[src/rtl/pmc_pkg.sv]
// Package of constants and types for the power mode control block
package pmc_pkg;
   localparam logic [7:0] PMC_POWER_CONTROL_ADDR = 8'h87;
   localparam logic [7:0] PMC_OSC_CONTROL_ADDR   = 8'hB2;
   localparam logic [7:0] PMC_POWER_CONTROL_RST  = 8'h00;
   localparam logic [7:0] PMC_OSC_CONTROL_RST    = 8'h80;
   localparam int         PMC_SUSPEND_BIT        = 5;
   localparam int         PMC_STOP_BIT           = 1;
   localparam int         PMC_IDLE_BIT           = 0;
   localparam int         PMC_FLAGS_LSB          = 2;
   localparam int         PMC_FLAGS_MSB          = 7;
   localparam logic [3:0] PMC_MAX_INSTR_CYCLES   = 4'h8;
   localparam logic [3:0] PMC_OSC_RESTART_CYCLES = 4'h2;
   localparam logic [15:0] PMC_RESET_VECTOR      = 16'h0000;

   typedef enum logic [3:0] {
      PMC_RUN     = 4'h1,
      PMC_IDLE    = 4'h2,
      PMC_STOP    = 4'h4,
      PMC_SUSPEND = 4'h8
   } pmc_mode_t;
endpackage

[src/rtl/pmc_instr_limit.sv]
// Watch on instruction length, flags any instruction over the cycle limit
module pmc_instr_limit (
   input  wire logic clk_i,        // System clock
   input  wire logic rst_n_i,      // Async reset, active low
   input  wire logic run_i,        // Processor clock enabled
   input  wire logic instr_done_i, // Instruction completes this cycle
   output logic      overrun_o     // Sticky: instruction ran too long
);
   typedef struct packed {
      logic [3:0] cnt;
      logic       overrun;
   } pmc_lim_state_t;

   pmc_lim_state_t s_q, s_d;

   // Count cycles of the current instruction
   always_comb begin
      s_d = s_q;
      if (run_i) begin
         if (instr_done_i) begin
            s_d.cnt = 4'h0;
         end else if (s_q.cnt != 4'hF) begin
            s_d.cnt = s_q.cnt + 4'h1;
         end
         if (!instr_done_i &&
             s_q.cnt >= pmc_pkg::PMC_MAX_INSTR_CYCLES - 4'h1) begin
            s_d.overrun = 1'b1;
         end
      end
   end

   always_ff @(posedge clk_i or negedge rst_n_i) begin
      if (!rst_n_i) begin
         s_q <= '0;
      end else begin
         s_q <= s_d;
      end
   end

   assign overrun_o = s_q.overrun;
endmodule

[src/rtl/pmc_osc_ctrl.sv]
// Oscillator enable control: halts on suspend, restarts on resume or reset
module pmc_osc_ctrl (
   input  wire logic clk_i,         // System clock
   input  wire logic rst_n_i,       // Async reset, active low
   input  wire logic halt_i,        // Suspend or stop requested, pulse
   input  wire logic wake_i,        // USB resume detected, pulse
   output logic      osc_en_o,      // High-frequency oscillator enable
   output logic      osc_ready_o    // Oscillator running and settled
);
   typedef struct packed {
      logic       en;
      logic [3:0] settle;
   } pmc_osc_state_t;

   pmc_osc_state_t s_q, s_d;

   // Wake beats halt so a resume in the same cycle is never lost
   always_comb begin
      s_d = s_q;
      if (wake_i) begin
         s_d.en     = 1'b1;
         s_d.settle = pmc_pkg::PMC_OSC_RESTART_CYCLES;
      end else if (halt_i) begin
         s_d.en     = 1'b0;
         s_d.settle = 4'h0;
      end else if (s_q.settle != 4'h0) begin
         s_d.settle = s_q.settle - 4'h1;
      end
   end

   // Reset always brings the oscillator back up
   always_ff @(posedge clk_i or negedge rst_n_i) begin
      if (!rst_n_i) begin
         s_q <= '{en: 1'b1, settle: 4'h0};
      end else begin
         s_q <= s_d;
      end
   end

   assign osc_en_o    = s_q.en;
   assign osc_ready_o = s_q.en && (s_q.settle == 4'h0);
endmodule

[src/rtl/pmc_power_mode_control.sv]
// Power mode control: power_control register, idle, stop and suspend
//
// Summary of operation
// - Setting suspend bit stops HF oscillator once writing instruction ends
// - Suspend leaves all registers and memory contents untouched
// - Processor keeps running in suspend from any other clock source
// - USB resume signalling or any reset ends suspend; host drives resume
// - Non-reset wake on HF oscillator continues at next instruction
// - Wake source set to interrupt is serviced right after waking
// - Reset wake runs normal reset sequence, fetching from address 0x0000
// - power_control sits at address 0x87 on every register page
// - Bits 7:2 are six read-write flags with no hardware effect
// - Writing 1 to bit 1 enters stop mode; bit reads 0
// - Writing 1 to bit 0 enters idle mode; bit reads 0
// - Idle gates only the processor clock; peripherals keep clocks
// - Every instruction completes within eight system clock cycles
// - System clock may range from zero up to 48 MHz
// - Instructions match the standard 8-bit set; only timing differs
// - Stop mode ends only by reset, followed by normal reset sequence
// - Enabled interrupt in idle clears idle, resumes, services interrupt
module pmc_power_mode_control (
   input  wire logic       clk_i,          // System clock
   input  wire logic       rst_n_i,        // Async reset, active low
   input  wire logic [7:0] sfr_addr_i,     // Register address
   input  wire logic [7:0] sfr_wdata_i,    // Write data
   input  wire logic       sfr_we_i,       // Write strobe, one cycle
   input  wire logic       sfr_re_i,       // Read strobe, one cycle
   output logic      [7:0] sfr_rdata_o,    // Read data, registered
   output logic            sfr_hit_o,      // Read address decoded here
   input  wire logic       instr_done_i,   // Current instruction completes
   input  wire logic       irq_pending_i,  // Enabled interrupt asserted
   input  wire logic       usb_resume_i,   // Transceiver resume detected
   input  wire logic       resume_irq_en_i,// Resume configured as interrupt
   input  wire logic       hfosc_sel_i,    // HF oscillator is system clock
   output logic            cpu_clk_en_o,   // Processor clock enable
   output logic            periph_clk_en_o,// Timers, irq, serial clocks on
   output logic            hfosc_en_o,     // HF oscillator enable
   output logic            hfosc_ready_o,  // HF oscillator settled
   output logic            wake_irq_o,     // Resume interrupt request, pulse
   output logic      [3:0] mode_o,         // Current mode, one-hot
   output logic     [15:0] reset_vector_o, // First fetch address
   output logic            overrun_o       // Instruction exceeded limit
);
   typedef struct packed {
      logic [5:0]          flags;
      logic [7:0]          osc_ctl;
      pmc_pkg::pmc_mode_t  mode;
      logic                idle_arm;
      logic                stop_arm;
      logic                susp_arm;
      logic [7:0]          rdata;
      logic                hit;
      logic                wake_irq;
   } pmc_state_t;

   pmc_state_t s_q, s_d;
   logic       pc_wr;
   logic       osc_wr;
   logic       halt_pulse;
   logic       wake_pulse;
   logic       pc_sel;
   logic       osc_sel;

   // Address matches shared by the write and read paths
   assign pc_sel  = (sfr_addr_i == pmc_pkg::PMC_POWER_CONTROL_ADDR);
   assign osc_sel = (sfr_addr_i == pmc_pkg::PMC_OSC_CONTROL_ADDR);

   // Decode ignores page selection
   always_comb begin
      pc_wr  = 1'b0;
      osc_wr = 1'b0;
      if (sfr_we_i && pc_sel) begin
         pc_wr = 1'b1;
      end else if (sfr_we_i && osc_sel) begin
         osc_wr = 1'b1;
      end
   end

   // Mode sequencing; arms wait for the writing instruction to finish
   always_comb begin
      s_d          = s_q;
      s_d.wake_irq = 1'b0;
      s_d.hit      = 1'b0;
      halt_pulse   = 1'b0;
      wake_pulse   = 1'b0;
      if (pc_wr) begin
         s_d.flags = sfr_wdata_i[pmc_pkg::PMC_FLAGS_MSB:
                                 pmc_pkg::PMC_FLAGS_LSB];
         if (sfr_wdata_i[pmc_pkg::PMC_STOP_BIT])
            s_d.stop_arm = 1'b1;
         if (sfr_wdata_i[pmc_pkg::PMC_IDLE_BIT])
            s_d.idle_arm = 1'b1;
      end
      if (osc_wr) begin
         s_d.osc_ctl = sfr_wdata_i;
         s_d.osc_ctl[pmc_pkg::PMC_SUSPEND_BIT] = 1'b0;
         if (sfr_wdata_i[pmc_pkg::PMC_SUSPEND_BIT])
            s_d.susp_arm = 1'b1;
      end
      case (s_q.mode)
         pmc_pkg::PMC_RUN: begin
            if (instr_done_i && s_q.stop_arm) begin
               s_d.mode     = pmc_pkg::PMC_STOP;
               s_d.stop_arm = 1'b0;
               s_d.idle_arm = 1'b0;
               halt_pulse   = 1'b1;
            end else if (instr_done_i && s_q.idle_arm) begin
               s_d.mode     = pmc_pkg::PMC_IDLE;
               s_d.idle_arm = 1'b0;
            end else if (instr_done_i && s_q.susp_arm) begin
               s_d.mode     = pmc_pkg::PMC_SUSPEND;
               s_d.susp_arm = 1'b0;
               halt_pulse   = 1'b1;
            end
         end
         pmc_pkg::PMC_IDLE: begin
            if (irq_pending_i)
               s_d.mode = pmc_pkg::PMC_RUN;
         end
         pmc_pkg::PMC_STOP: begin
            s_d.mode = pmc_pkg::PMC_STOP;
         end
         pmc_pkg::PMC_SUSPEND: begin
            if (usb_resume_i) begin
               s_d.mode     = pmc_pkg::PMC_RUN;
               wake_pulse   = 1'b1;
               s_d.wake_irq = resume_irq_en_i;
            end
         end
         default: begin
            s_d.mode = pmc_pkg::PMC_RUN;
         end
      endcase
      // Read path; control bits read as zero
      if (sfr_re_i && pc_sel) begin
         s_d.rdata = {s_d.flags, 2'b00};
         s_d.hit   = 1'b1;
      end else if (sfr_re_i && osc_sel) begin
         s_d.rdata = s_q.osc_ctl;
         s_d.hit   = 1'b1;
      end
   end

   // Reset restores every mode to run and every register to its reset value
   always_ff @(posedge clk_i or negedge rst_n_i) begin
      if (!rst_n_i) begin
         s_q <= '{flags:    6'h00,
                  osc_ctl:  pmc_pkg::PMC_OSC_CONTROL_RST,
                  mode:     pmc_pkg::PMC_RUN,
                  idle_arm: 1'b0,
                  stop_arm: 1'b0,
                  susp_arm: 1'b0,
                  rdata:    8'h00,
                  hit:      1'b0,
                  wake_irq: 1'b0};
      end else begin
         s_q <= s_d;
      end
   end

   pmc_osc_ctrl u_osc (
      .clk_i       (clk_i),
      .rst_n_i     (rst_n_i),
      .halt_i      (halt_pulse),
      .wake_i      (wake_pulse),
      .osc_en_o    (hfosc_en_o),
      .osc_ready_o (hfosc_ready_o)
   );

   pmc_instr_limit u_lim (
      .clk_i        (clk_i),
      .rst_n_i      (rst_n_i),
      .run_i        (cpu_clk_en_o),
      .instr_done_i (instr_done_i),
      .overrun_o    (overrun_o)
   );

   // Suspend keeps the processor clocked on another source
   assign cpu_clk_en_o = (s_q.mode == pmc_pkg::PMC_RUN) ||
                         (s_q.mode == pmc_pkg::PMC_SUSPEND &&
                          !hfosc_sel_i);
   assign periph_clk_en_o = (s_q.mode != pmc_pkg::PMC_STOP);
   assign wake_irq_o      = s_q.wake_irq;
   assign mode_o          = s_q.mode;
   assign sfr_rdata_o     = s_q.rdata;
   assign sfr_hit_o       = s_q.hit;
   assign reset_vector_o  = pmc_pkg::PMC_RESET_VECTOR;
   // Clock range and instruction set conformance live in the core.
endmodule

[config.mk]
export PLATFORM = sky130hd
export DESIGN_NAME = pmc_power_mode_control
export DESIGN_NICKNAME = d
export VERILOG_FILES = /design/src/rtl/pmc_pkg.sv /design/src/rtl/pmc_instr_limit.sv /design/src/rtl/pmc_osc_ctrl.sv /design/src/rtl/pmc_power_mode_control.sv
export SDC_FILE = /design/constraint.sdc
export NUM_CORES = 1
export LEC_CHECK = 0
export ABC_AREA = 1
export BUFFER_PORTS_ARGS = -buffer_cell sky130_fd_sc_hd__buf_4
export CAP_MARGIN = 10
export CORE_MARGIN = 2
export CORE_UTILIZATION = 57
export CTS_BUF_LIST = sky130_fd_sc_hd__clkbuf_16
export DETAILED_ROUTE_END_ITERATION = 10
export MAX_ROUTING_LAYER = met4
export PLACE_DENSITY = 0.87
export SLEW_MARGIN = 25
export SYNTH_ARGS = -nofsm -noshare
export SYNTH_HDL_FRONTEND = slang
export SYNTH_SLANG_ARGS = --single-unit
export TNS_END_PERCENT = 30
[constraint.sdc]
create_clock -name clk_i -period 3.3 [get_ports clk_i]
set_input_delay 0.33 -clock clk_i [delete_from_list [all_inputs] [get_ports clk_i]]
set_output_delay 0.33 -clock clk_i [all_outputs]
set_load 0.1 [all_outputs]
# --- Word-level counts from Yosys, hierarchy flattened ---
# Index checks and enable logic that the tools add are counted.
word_totals:
  ff_bits: 40
  in_bits: 25
  out_inout_bits: 35
  word_cells: 86
classes:
  addsub: 2
  order_cmp: 1
  eq_ne: 11
  n_mux: 37
  reduce_logical: 22
op_table:
  columns: ["cell", "n"]
  rows:
  - ["2-to-1 mux 4 bit", 8]
  - ["2-to-1 mux 1 bit", 21]
  - ["2-to-1 mux 9 bit", 2]
  - ["== test 8 bit, second input constant", 2]
  - ["case mux 4 bit (4 select lines)", 1]
  - ["logical AND 1 bit", 10]
  - ["2-to-1 mux 5 bit", 2]
  - ["inequality test 4 bit, second input constant", 2]
  - ["2-to-1 mux 6 bit", 1]
  - ["nonzero test 2 bit", 3]
  - ["adder 4 x 1 -> 4 bit, second input constant", 1]
  - ["== test 4 x 1 -> 1 bit, second input constant", 1]
  - ["== test 4 x 2 -> 1 bit, second input constant", 1]
  - ["== test 4 x 3 -> 1 bit, second input constant", 1]
  - ["== test 4 bit, second input constant", 1]
  - [">= comparator 4 x 3 -> 1 bit, second input constant", 1]
  - ["logical NOT 4 bit", 1]
  - ["inequality test 2 bit, second input constant", 2]
  - ["inequality test 4 x 3 -> 1 bit, second input constant", 1]
  - ["AND reduction 2 bit", 2]
  - ["nonzero test 4 bit", 1]
  - ["subtractor 4 x 1 -> 4 bit, second input constant", 1]
  - ["2-to-1 mux 3 bit", 1]
  - ["AND reduction 3 bit", 1]
  - ["4 further kinds", 5]

# --- Longest topological paths before layout ---
# Gate-level depths: netlist of run 1.
depth:
  word_depth: 9
  ltp_mapped: 9
  depth_no_buf: 9

# --- Cells and area by module ---
# Synthesis of run 1 repeated with hierarchy kept, for this count alone.
hier_totals:
  cells_unflattened: 296
  hier_area_um2: 2341.0
by_module_without_submodules:
  columns: ["module", "n_inst", "cells_each", "area_each_um2", "seq_area_each_um2"]
  rows:
  - ["pmc_power_mode_control", 1, 220, 1752.9, 753.2]
  - ["pmc_instr_limit", 1, 42, 296.5, 125.1]
  - ["pmc_osc_ctrl", 1, 34, 291.5, 126.4]

# --- Worst setup path before layout of run 1 ---
# OpenSTA, ideal clock, no wires.
synth_path:
  path_kind: "flip-flop to output port"
  from: "reg u_osc.s_q, in the netlist u_osc.osc_en_o"
  to: "out hfosc_ready_o"
  arrival_ns: 2.232
  required_time_ns: 2.970
  path_slack_ns: 0.738
  stages_incl_launch_ff: 3
  path_buffers: 0
  path_cell_list: "dfstp_2 -> inv_1 -> nor2_1"
synth_via:
  elab_chain_len: 1
synth_lines:
  columns: ["item", "line_no", "text"]
  rows:
  - ["start: declaration", "pmc_osc_ctrl.sv:15", "pmc_osc_state_t s_q, s_d;"]
  - ["start signal: assignment", "pmc_osc_ctrl.sv:34", "s_q <= '{en: 1'b1, settle: 4'h0};"]
  - ["logical AND 1 bit", "pmc_osc_ctrl.sv:41", "assign osc_ready_o = s_q.en && (s_q.settle == 4'h0);"]
  - ["end: declaration", "pmc_power_mode_control.sv:38", "output logic hfosc_ready_o,"]
# Every way passes these cells.

# --- Worst setup path after layout of run 1 ---
layout_path:
  from: "reg s_q, in the netlist mode_o[3]"
  to: "out cpu_clk_en_o"
layout_via:
  elab_chain_len: 3
  word_cells_on_any_way: 4
  classes_between: "eq/ne (2); reduce/logical (2)"
layout_lines:
  columns: ["item", "line_no", "text"]
  rows:
  - ["start: declaration", "pmc_power_mode_control.sv:56", "pmc_state_t s_q, s_d;"]
  - ["start signal: assignment", "pmc_power_mode_control.sv:147", "s_q <= '{flags: 6'h00,"]
  - ["== test 4 bit", "pmc_power_mode_control.sv:180", "(s_q.mode == pmc_pkg::PMC_SUSPEND &&"]
  - ["logical AND 1 bit", "pmc_power_mode_control.sv:180", null]
  - ["logical OR 1 bit (*)", "pmc_power_mode_control.sv:179", "assign cpu_clk_en_o = (s_q.mode == pmc_pkg::PMC_RUN) ||"]
  - ["end: declaration", "pmc_power_mode_control.sv:35", "output logic cpu_clk_en_o,"]
# Every way passes the cells marked *; elsewhere a longest branch is shown, timed or not.

==> results of run 1 <==
[flip-flops by register name (all words and copies together), names as in the netlist]
register,flops
wake_irq_o,1
u_lim.overrun_o,1
u_osc.s_q,4
sfr_hit_o,1
s_q,16
mode_o,4
u_osc.osc_en_o,1
u_lim.s_q,4
sfr_rdata_o,8
[cells in the mapped netlist]
cell       n  area share
clkinv_1   4      0.0066
and2_1     5       0.014
clkinv_4   1      0.0039
o21ai_4    1      0.0072
a21oi_1    6       0.013
ha_1       2       0.011
o21a_1     6       0.020
inv_1     36       0.060
nor2_1    16       0.026
nand3_1   22       0.049
nand3_2    3       0.013
nor3_1     1      0.0022
nand2_1   60       0.099
buf_6      2      0.0099
o31ai_1    1      0.0033
o21ai_2    1      0.0039
mux2i_1    1      0.0044
xor2_1     1      0.0039
buf_4     28       0.093
conb_1     1      0.0017
inv_2      4      0.0066
nand3_4    2       0.015
a21oi_2    1      0.0039
nor2_4     4       0.020
nor2_2     3      0.0083
o21ai_1    4      0.0088
dfstp_2    3       0.035
or2_2      2      0.0055
nand4_1    6       0.017
nand2_2    4       0.011
dfrtp_1   37        0.41
o21ai_0    6       0.013
o211ai_1   1      0.0033
[layout make-up]
cell class / instances / area, um^2 / share of cell area
clock buffer: 5 / 125.1 / 0.04792
clock inverter: 3 / 11.26 / 0.004312
inverter: 45 / 173.9 / 0.06660
multi-input combinational: 175 / 913.4 / 0.3498
sequential: 40 / 1005 / 0.3848
tap: 48 / 60.06 / 0.02300
timing repair buffer: 43 / 322.8 / 0.1236
[worst max-delay path: stages, from the launching register on]
cell and delay [ns]:
dfrtp_1 0.42, nor2_1 0.17, nand3_2 0.18, o21ai_4 0.14, buf_4 0.33
[worst paths after layout]
| kind | start | endpoint | slack [ns] | cells after the start |
|---|---|---|---|---|
| setup / recovery | mode_o[3]$_DFFE_PN0P_ | cpu_clk_en_o | 1.44 | 4 |
| hold / removal | rst_n_i | s_q[19]$_DFFE_PN0N_ | 0.01 | 1 |
| setup reg to reg | mode_o[3]$_DFFE_PN0P_ | u_lim.s_q[1]$_DFFE_PN0P_ | 1.97 | 6 |
| hold reg to reg | u_lim.overrun_o$_DFFE_PN0P_ | u_lim.overrun_o$_DFFE_PN0P_ | 0.47 | 2 |
| max in group asynchronous | rst_n_i | mode_o[0]$_DFFE_PN1P_ | 2.91 | 1 |
| min in group clk_i | sfr_wdata_i[1] | s_q[18]$_DFFE_PN0N_ | 0.28 | 3 |
[metrics by stage]
| stage | hold WS [ns] | power (mW) | area [um^2] | setup WS [ns] |
|---|---|---|---|---|
| 3_5_place_dp | 0.3331 | 0.7755 | 2475 | 1.748 |
| 5_1_grt | 0.05500 | 1.265 | 2611 | 1.353 |
| 4_1_cts | 0.03493 | 1.225 | 2611 | 1.439 |
| 6_report | 0.01425 | 1.217 | 2611 | 1.442 |
| 2_1_floorplan | 0.03441 | 0.7429 | 2325 | 0.7379 |
| 3_3_place_gp | 0.3353 | 0.7714 | 2475 | 1.813 |
[kinds of logic after synthesis]
logic type	count (synthesis)	synth area share
AO/OA/AOI/OAI	27	0.07667
XOR/XNOR	1	0.003862
adder cells (fa/ha/maj)	2	0.01103
buffers and inverters	75	0.1793
flip-flops	40	0.4429
multiplexers	1	0.004413
other	1	0.001653
AND/OR/NAND/NOR	128	0.2802
[layer usage]
| metal | GRT usage | share of wire | vias up |
|---|---|---|---|
| met5 | - | 0 | - |
| met4 | 0.08673 | 0.017 | 0 |
| met3 | 0.06250 | 0.059 | 6 |
| met2 | 0.3713 | 0.51 | 70 |
| met1 | 0.2495 | 0.42 | 809 |
| li1 | - | - | 884 |
[power by group through the flow]
stage,Sequential (mW),Combinational [mW],Clock (mW)
2_1_floorplan,0.531,0.212,0
3_3_place_gp,0.533,0.239,0
3_5_place_dp,0.534,0.242,0
4_1_cts,0.526,0.243,0.456
5_1_grt,0.528,0.256,0.481
6_report,0.526,0.242,0.449
==> results.py, run 1 <==
metrics = {
    "run_status": {
        "status": "complete, no violations",
    },
    "yosys": {
        "avgSynthCellArea_um2": 8.249,
        "synth_area_um2": 2268,
        "yosysSeqAreaShare": 0.4429,
        "ys_warn_count": 0,
        "synthDistinctLibCells": 33,
        "ys_ff_latch": 40,
        "synthCells": 275,
    },
    "global_route": {
        "antenna_found_initial": 0,
        "grt_start_max_net_pins": 41,
        "grt_usage": 0.2214,
        "grt_first_pass_wirelength_um": 7141,
        "gr-total-overflow": 0,
        "first_global_vias": 1637,
    },
    "routing": {
        "viasPerCell": 4.928,
        "drc": 0,
        "final_antenna_net_count": 0,
        "num_vias": 1769,
        "routed_wl_um": 4368,
        "routedWlPerCell_um": 12.17,
        "first_pass_iters": 4,
        "first_iter_violations": 73,
    },
    "clock_tree": {
        "cts_tree": "built",
        "cts_made_buffers": 5,
        "cts.sinks": 40,
        "postCtsHoldBufs": 0,
        "clk_pin_slew_ns": 0.06,
        "post_cts_buffers": 0,
        "cts-root-buf": "clkbuf_16",
        "cts_buffer_depth": 2,
        "worstSkewPairLatency_ns": 0.28,
        "ctsResizeCount": 0,
        "cts_max_level": 2,
    },
    "worst_setup_path": {
        "cp-end-kind": "output port",
        "worst-setup-path-type": "flip-flop to output port",
        "path_max_fanout": 6,
        "cp.required_ns": 2.97,
        "critPathLaunchType": "flip-flop",
        "arrival_ns": 1.53,
    },
    "pwr": {
        "clkPwrFrac": 0.369,
        "p_comb_frac": 0.199,
        "p_seq_frac": 0.432,
        "p_sw_mw": 0.3832,
        "cellInternalPower_mw": 0.8342,
        "p_sw_frac": 0.3147,
        "p_leak_nw": 1.437,
        "power_density_nw_per_um2": 466.2,
        "vdd_drop_max_mv": 0.2852,
    },
    "placement": {
        "dp_hpwl_um": 3108,
        "port_buffers": 43,
        "gp_congestion": 0.8211,
        "dp.cells": 351,
    },
    "cells_and_area": {
        "final_common_cell": "nand2_1",
        "fillCellCount": 307,
        "layout_common_cells": "nand2_1 (60), buf_4 (43), inv_1 (39)",
        "post_layout_nonfiller_instances": 359,
        "postLayoutCoreUtil": 0.6975,
        "final_nets": 337,
        "drive_gt1_frac": 0.2476,
        "diodes": 0,
        "area_delta_synth_final_pct": 15.11,
    },
    "sta": {
        "timing.final.crit_share": 0.5632,
        "skew_ns": 0.004416,
        "slew_viol_final": 0,
        "hold_viol_final": 0,
        "tns_ns": 0,
        "finalSetupViolCount": 0,
        "fin_crit_ns": 1.858,
        "grt_setup_unrepaired": "no",
        "slew_headroom": 0.6656,
        "max_slew.worst_pin.slew_ns": 0.5016,
        "fmax_mhz": 538.1,
    },
    "floorplan": {
        "ios": 60,
        "die_w_um": 67.09,
        "initial_core_util": 0.6059,
        "fp.dieH_um": 67.09,
        "core_um2": 3744,
        "rows": 22,
        "die_area_um2": 4500,
    },
    "hold_path": {
        "hold_path.class": "input port to async pin",
    },
    "job": {
        "drv_cap": 0,
    },
}
No activity file was read; power rests on OpenSTA's default activity.
==> inputs of run 2 (changes only) <==
--- a/config.mk
+++ b/config.mk
@@ -5,15 +5,15 @@
 export SDC_FILE = /design/constraint.sdc
 export NUM_CORES = 1
 export LEC_CHECK = 0
-export ABC_AREA = 1
+export ABC_AREA = 0
 export BUFFER_PORTS_ARGS = -buffer_cell sky130_fd_sc_hd__buf_4
 export CAP_MARGIN = 10
 export CORE_MARGIN = 2
-export CORE_UTILIZATION = 57
+export CORE_UTILIZATION = 52
 export CTS_BUF_LIST = sky130_fd_sc_hd__clkbuf_16
 export DETAILED_ROUTE_END_ITERATION = 10
 export MAX_ROUTING_LAYER = met4
-export PLACE_DENSITY = 0.87
+export PLACE_DENSITY = 0.82
 export SLEW_MARGIN = 25
 export SYNTH_ARGS = -nofsm -noshare
 export SYNTH_HDL_FRONTEND = slang
==> constraint.sdc (replaced) <==
create_clock -name clk_i -period 1.8 [get_ports clk_i]
set_input_delay 0.18 -clock clk_i [delete_from_list [all_inputs] [get_ports clk_i]]
set_output_delay 0.18 -clock clk_i [all_outputs]
set_load 0.1 [all_outputs]
==> run 2 against run 1 <==
Effect of this change: power rose by 120%; largest power group unchanged; register-to-register slack got worse by 1.7 ns; sequential power rose by 100%; hold slack improved by 0.081 ns; via count fell by 17%; clock power rose by 120%; largest cell class unchanged; setup slack got worse by 1.4 ns; final area fell by 1.5%; synthesized area fell by 5.3%; highest routed layer unchanged; first-iteration DRC count fell by 15%.
==> results.py, run 2 <==
metrics = {
    "clock_tree": {
        "cts_tree": "built",
        "cts_max_level": 2,
        "cts.sinks": 40,
        "cts_made_buffers": 5,
        "cts_buffer_depth": 2,
        "cts-root-buf": "clkbuf_16",
        "worstSkewPairLatency_ns": 0.28,
        "clk_pin_slew_ns": 0.06,
    },
    "sta": {
        "skew_ns": 0.001921,
        "slew_viol_final": 0,
        "grt_setup_unrepaired": "no",
        "fin_crit_ns": 1.728,
        "fin_hold_ws_ns": 0.09571,
        "hold_viol_final": 0,
        "fmax_mhz": 578.5,
        "finalSetupViolCount": 0,
        "tns_ns": 0,
        "timing.final.crit_share": 0.9603,
    },
    "routing": {
        "first_pass_iters": 4,
        "wl_met3_um": 165,
        "top_layer_used": "met4",
        "met2_length_um": 2022,
        "routedWlPerCell_um": 14.16,
        "drc": 0,
        "final_antenna_net_count": 0,
        "wl_met1_um": 1786,
        "viasPerCell": 5.154,
        "first_iter_violations": 62,
        "num_vias": 1469,
        "routed_wl_um": 4035,
    },
    "pwr": {
        "p_leak_nw": 1.300,
        "p_total_mw": 2.722,
        "vdd_drop_max_mv": 0.6373,
        "power_density_nw_per_um2": 1059,
    },
    "global_route": {
        "first_global_vias": 1387,
        "antenna_found_initial": 0,
        "grt_usage": 0.1947,
        "gr-total-overflow": 0,
        "grt_start_max_net_pins": 41,
        "grt_first_pass_wirelength_um": 6341,
    },
    "placement": {
        "dp.cells": 274,
        "gp_congestion": 0.7703,
        "dp_hpwl_um": 2834,
        "port_buffers": 43,
    },
    "floorplan": {
        "core_um2": 4000,
        "fp.dieH_um": 68.28,
        "ios": 60,
        "die_area_um2": 4661,
        "rows": 23,
        "die_w_um": 68.28,
        "initial_core_util": 0.5371,
    },
    "worst_setup_path": {
        "cp.required_ns": 1.62,
        "worst-setup-path-type": "flip-flop to output port",
        "rr_endpoint": "u_lim.s_q[2]$_DFFE_PN0P_",
        "r2r_start": "mode_o[0]$_DFFE_PN1P_",
        "critPathLaunchType": "flip-flop",
        "cp-end-kind": "output port",
        "path_max_fanout": 4,
        "arrival_ns": 1.55,
        "worstRegToRegCells": 6,
        "rrSetupSlack_ns": 0.26,
    },
    "yosys": {
        "synth_top_area_frac": 0.4310,
        "synthDistinctLibCells": 52,
        "ys_async_sr_fraction": 1.000,
        "synthCells": 197,
        "synth_common_cells": "dfrtp_1 (37), buf_4 (28), mux2_2 (12), nor2_1 (12), nand2_1 (11)",
        "ys_warn_count": 0,
        "synth_area_um2": 2148,
        "ys_dominant_reg_cell": "dfrtp_1",
        "synth.most_common_cell": "dfrtp_1",
        "synth_top_cell_by_area": "dfrtp_1",
        "avgSynthCellArea_um2": 10.91,
        "yosysSeqAreaShare": 0.4677,
        "netlist_top_cells_area": "dfrtp_1 (43%), buf_4 (9.8%), mux2_2 (6.3%)",
        "ys_ff_latch": 40,
        "synth_edf_count": 0,
    },
    "hold_path": {
        "hold_path.class": "input port to flip-flop",
        "whs_endpoint": "mode_o[3]$_DFFE_PN0P_",
        "whs_path_depth": 2,
        "holdCritStartpoint": "usb_resume_i",
    },
    "cells_and_area": {
        "area_delta_synth_final_pct": 19.69,
        "largest_reg_flops": 16,
        "register_area_um2": 1006,
        "final_common_cell": "buf_4",
        "drive_gt1_frac": 0.3702,
        "fillCellCount": 342,
        "final_nets": 261,
        "layout_common_cells": "buf_4 (44), dfrtp_1 (36), conb_1 (16)",
        "regMostFlops": "s_q",
        "multi_input_area_um2": 922.1,
        "diodes": 0,
        "post_layout_nonfiller_instances": 285,
    },
    "run_status": {
        "status": "complete, no violations",
    },
    "job": {
        "drv_cap": 0,
    },
}
==> run 2: cell types whose count changed after synthesis, sizes merged, moves of 5 or more <==
cell,delta
a22oi,+5
nand3,-21
nand4,-5
nand2,-52
mux2,+13
mux2i,+6
clkinv,-5
inv,-29
nor2,-11
o21a,-5
==> run 2: layout make-up <==
| type | count | share of cell area |
|---|---|---|
| Clock inverter | 3 | 0.01509 |
| Multi-Input combinational cell | 129 | 0.3586 |
| Tap cell | 50 | 0.02433 |
| Clock buffer | 5 | 0.04866 |
| Timing Repair Buffer | 47 | 0.1460 |
| Sequential cell | 40 | 0.3912 |
| Inverter | 11 | 0.01606 |
==> run 2: kinds of logic after synthesis <==
group / share of synthesized area
and+or+nand+nor: 0.1538
buffers and inverters: 0.1351
DFF: 0.4677
AOI/OAI and AO/OA: 0.1235
muxes: 0.1025
adders and majority gates: 0.01165
other: 0.001746
xor gates and xnor gates: 0.004078
==> run 2: power breakdown <==
| part | internal [mW] | total, mW | switching [mW] |
|---|---|---|---|
| logic | 0.225 | 0.679 | 0.454 |
| clock network | 0.646 | 0.990 | 0.344 |
| registers | 0.985 | 1.05 | 0.0686 |
| total | 1.86 | 2.72 | 0.866 |
==> run 2: per-layer routing <==
metal / vias to the layer above / global-route usage
li1: 726 / -
met1: 703 / 0.2402
met2: 33 / 0.3046
met3: 7 / 0.05921
met4: 0 / 0.06750
met5: - / -
==> run 2: how the worst max path moves through the flow <==
stage	from	to	slack (ns)
final	u_osc.s_q[0]$_DFFE_PN0P_	hfosc_ready_o	0.07
after global placement	u_osc.s_q[0]$_DFFE_PN0P_	hfosc_ready_o	0.27
after floorplan	u_osc.s_q[0]$_DFFE_PN0P_	hfosc_ready_o	0.12
after CTS	mode_o[0]$_DFFE_PN1P_	cpu_clk_en_o	0.01
after detailed placement	u_osc.s_q[0]$_DFFE_PN0P_	hfosc_ready_o	0.25
after global routing	u_osc.s_q[0]$_DFFE_PN0P_	hfosc_ready_o	0.001
==> run 2: per-stage QoR <==
stage                     worst slack, ns  utilization  cell area [um^2]
after global placement             0.2748       0.5874              2350
after floorplan                    0.1248            -              2206
after CTS                         0.01488       0.6340              2536
after global routing             0.001281       0.6428              2571
final                             0.07152       0.6428              2571
after detailed placement           0.2505       0.5874              2350
==> run 2: critical path, stage by stage, from the launching register on <==
cell and delay [ns]:
dfrtp_1 0.38, inv_1 0.10, ha_1 0.21, nor3b_4 0.20, and2_2 0.18, buf_8 0.19
==> run 2: what timing repair did <==
item	CTS	global route
hold buffers	1	0
endpoints found under the setup margin	2	2
hold endpoints to repair	37	0
resized for setup	3	5
buffers inserted	0	2
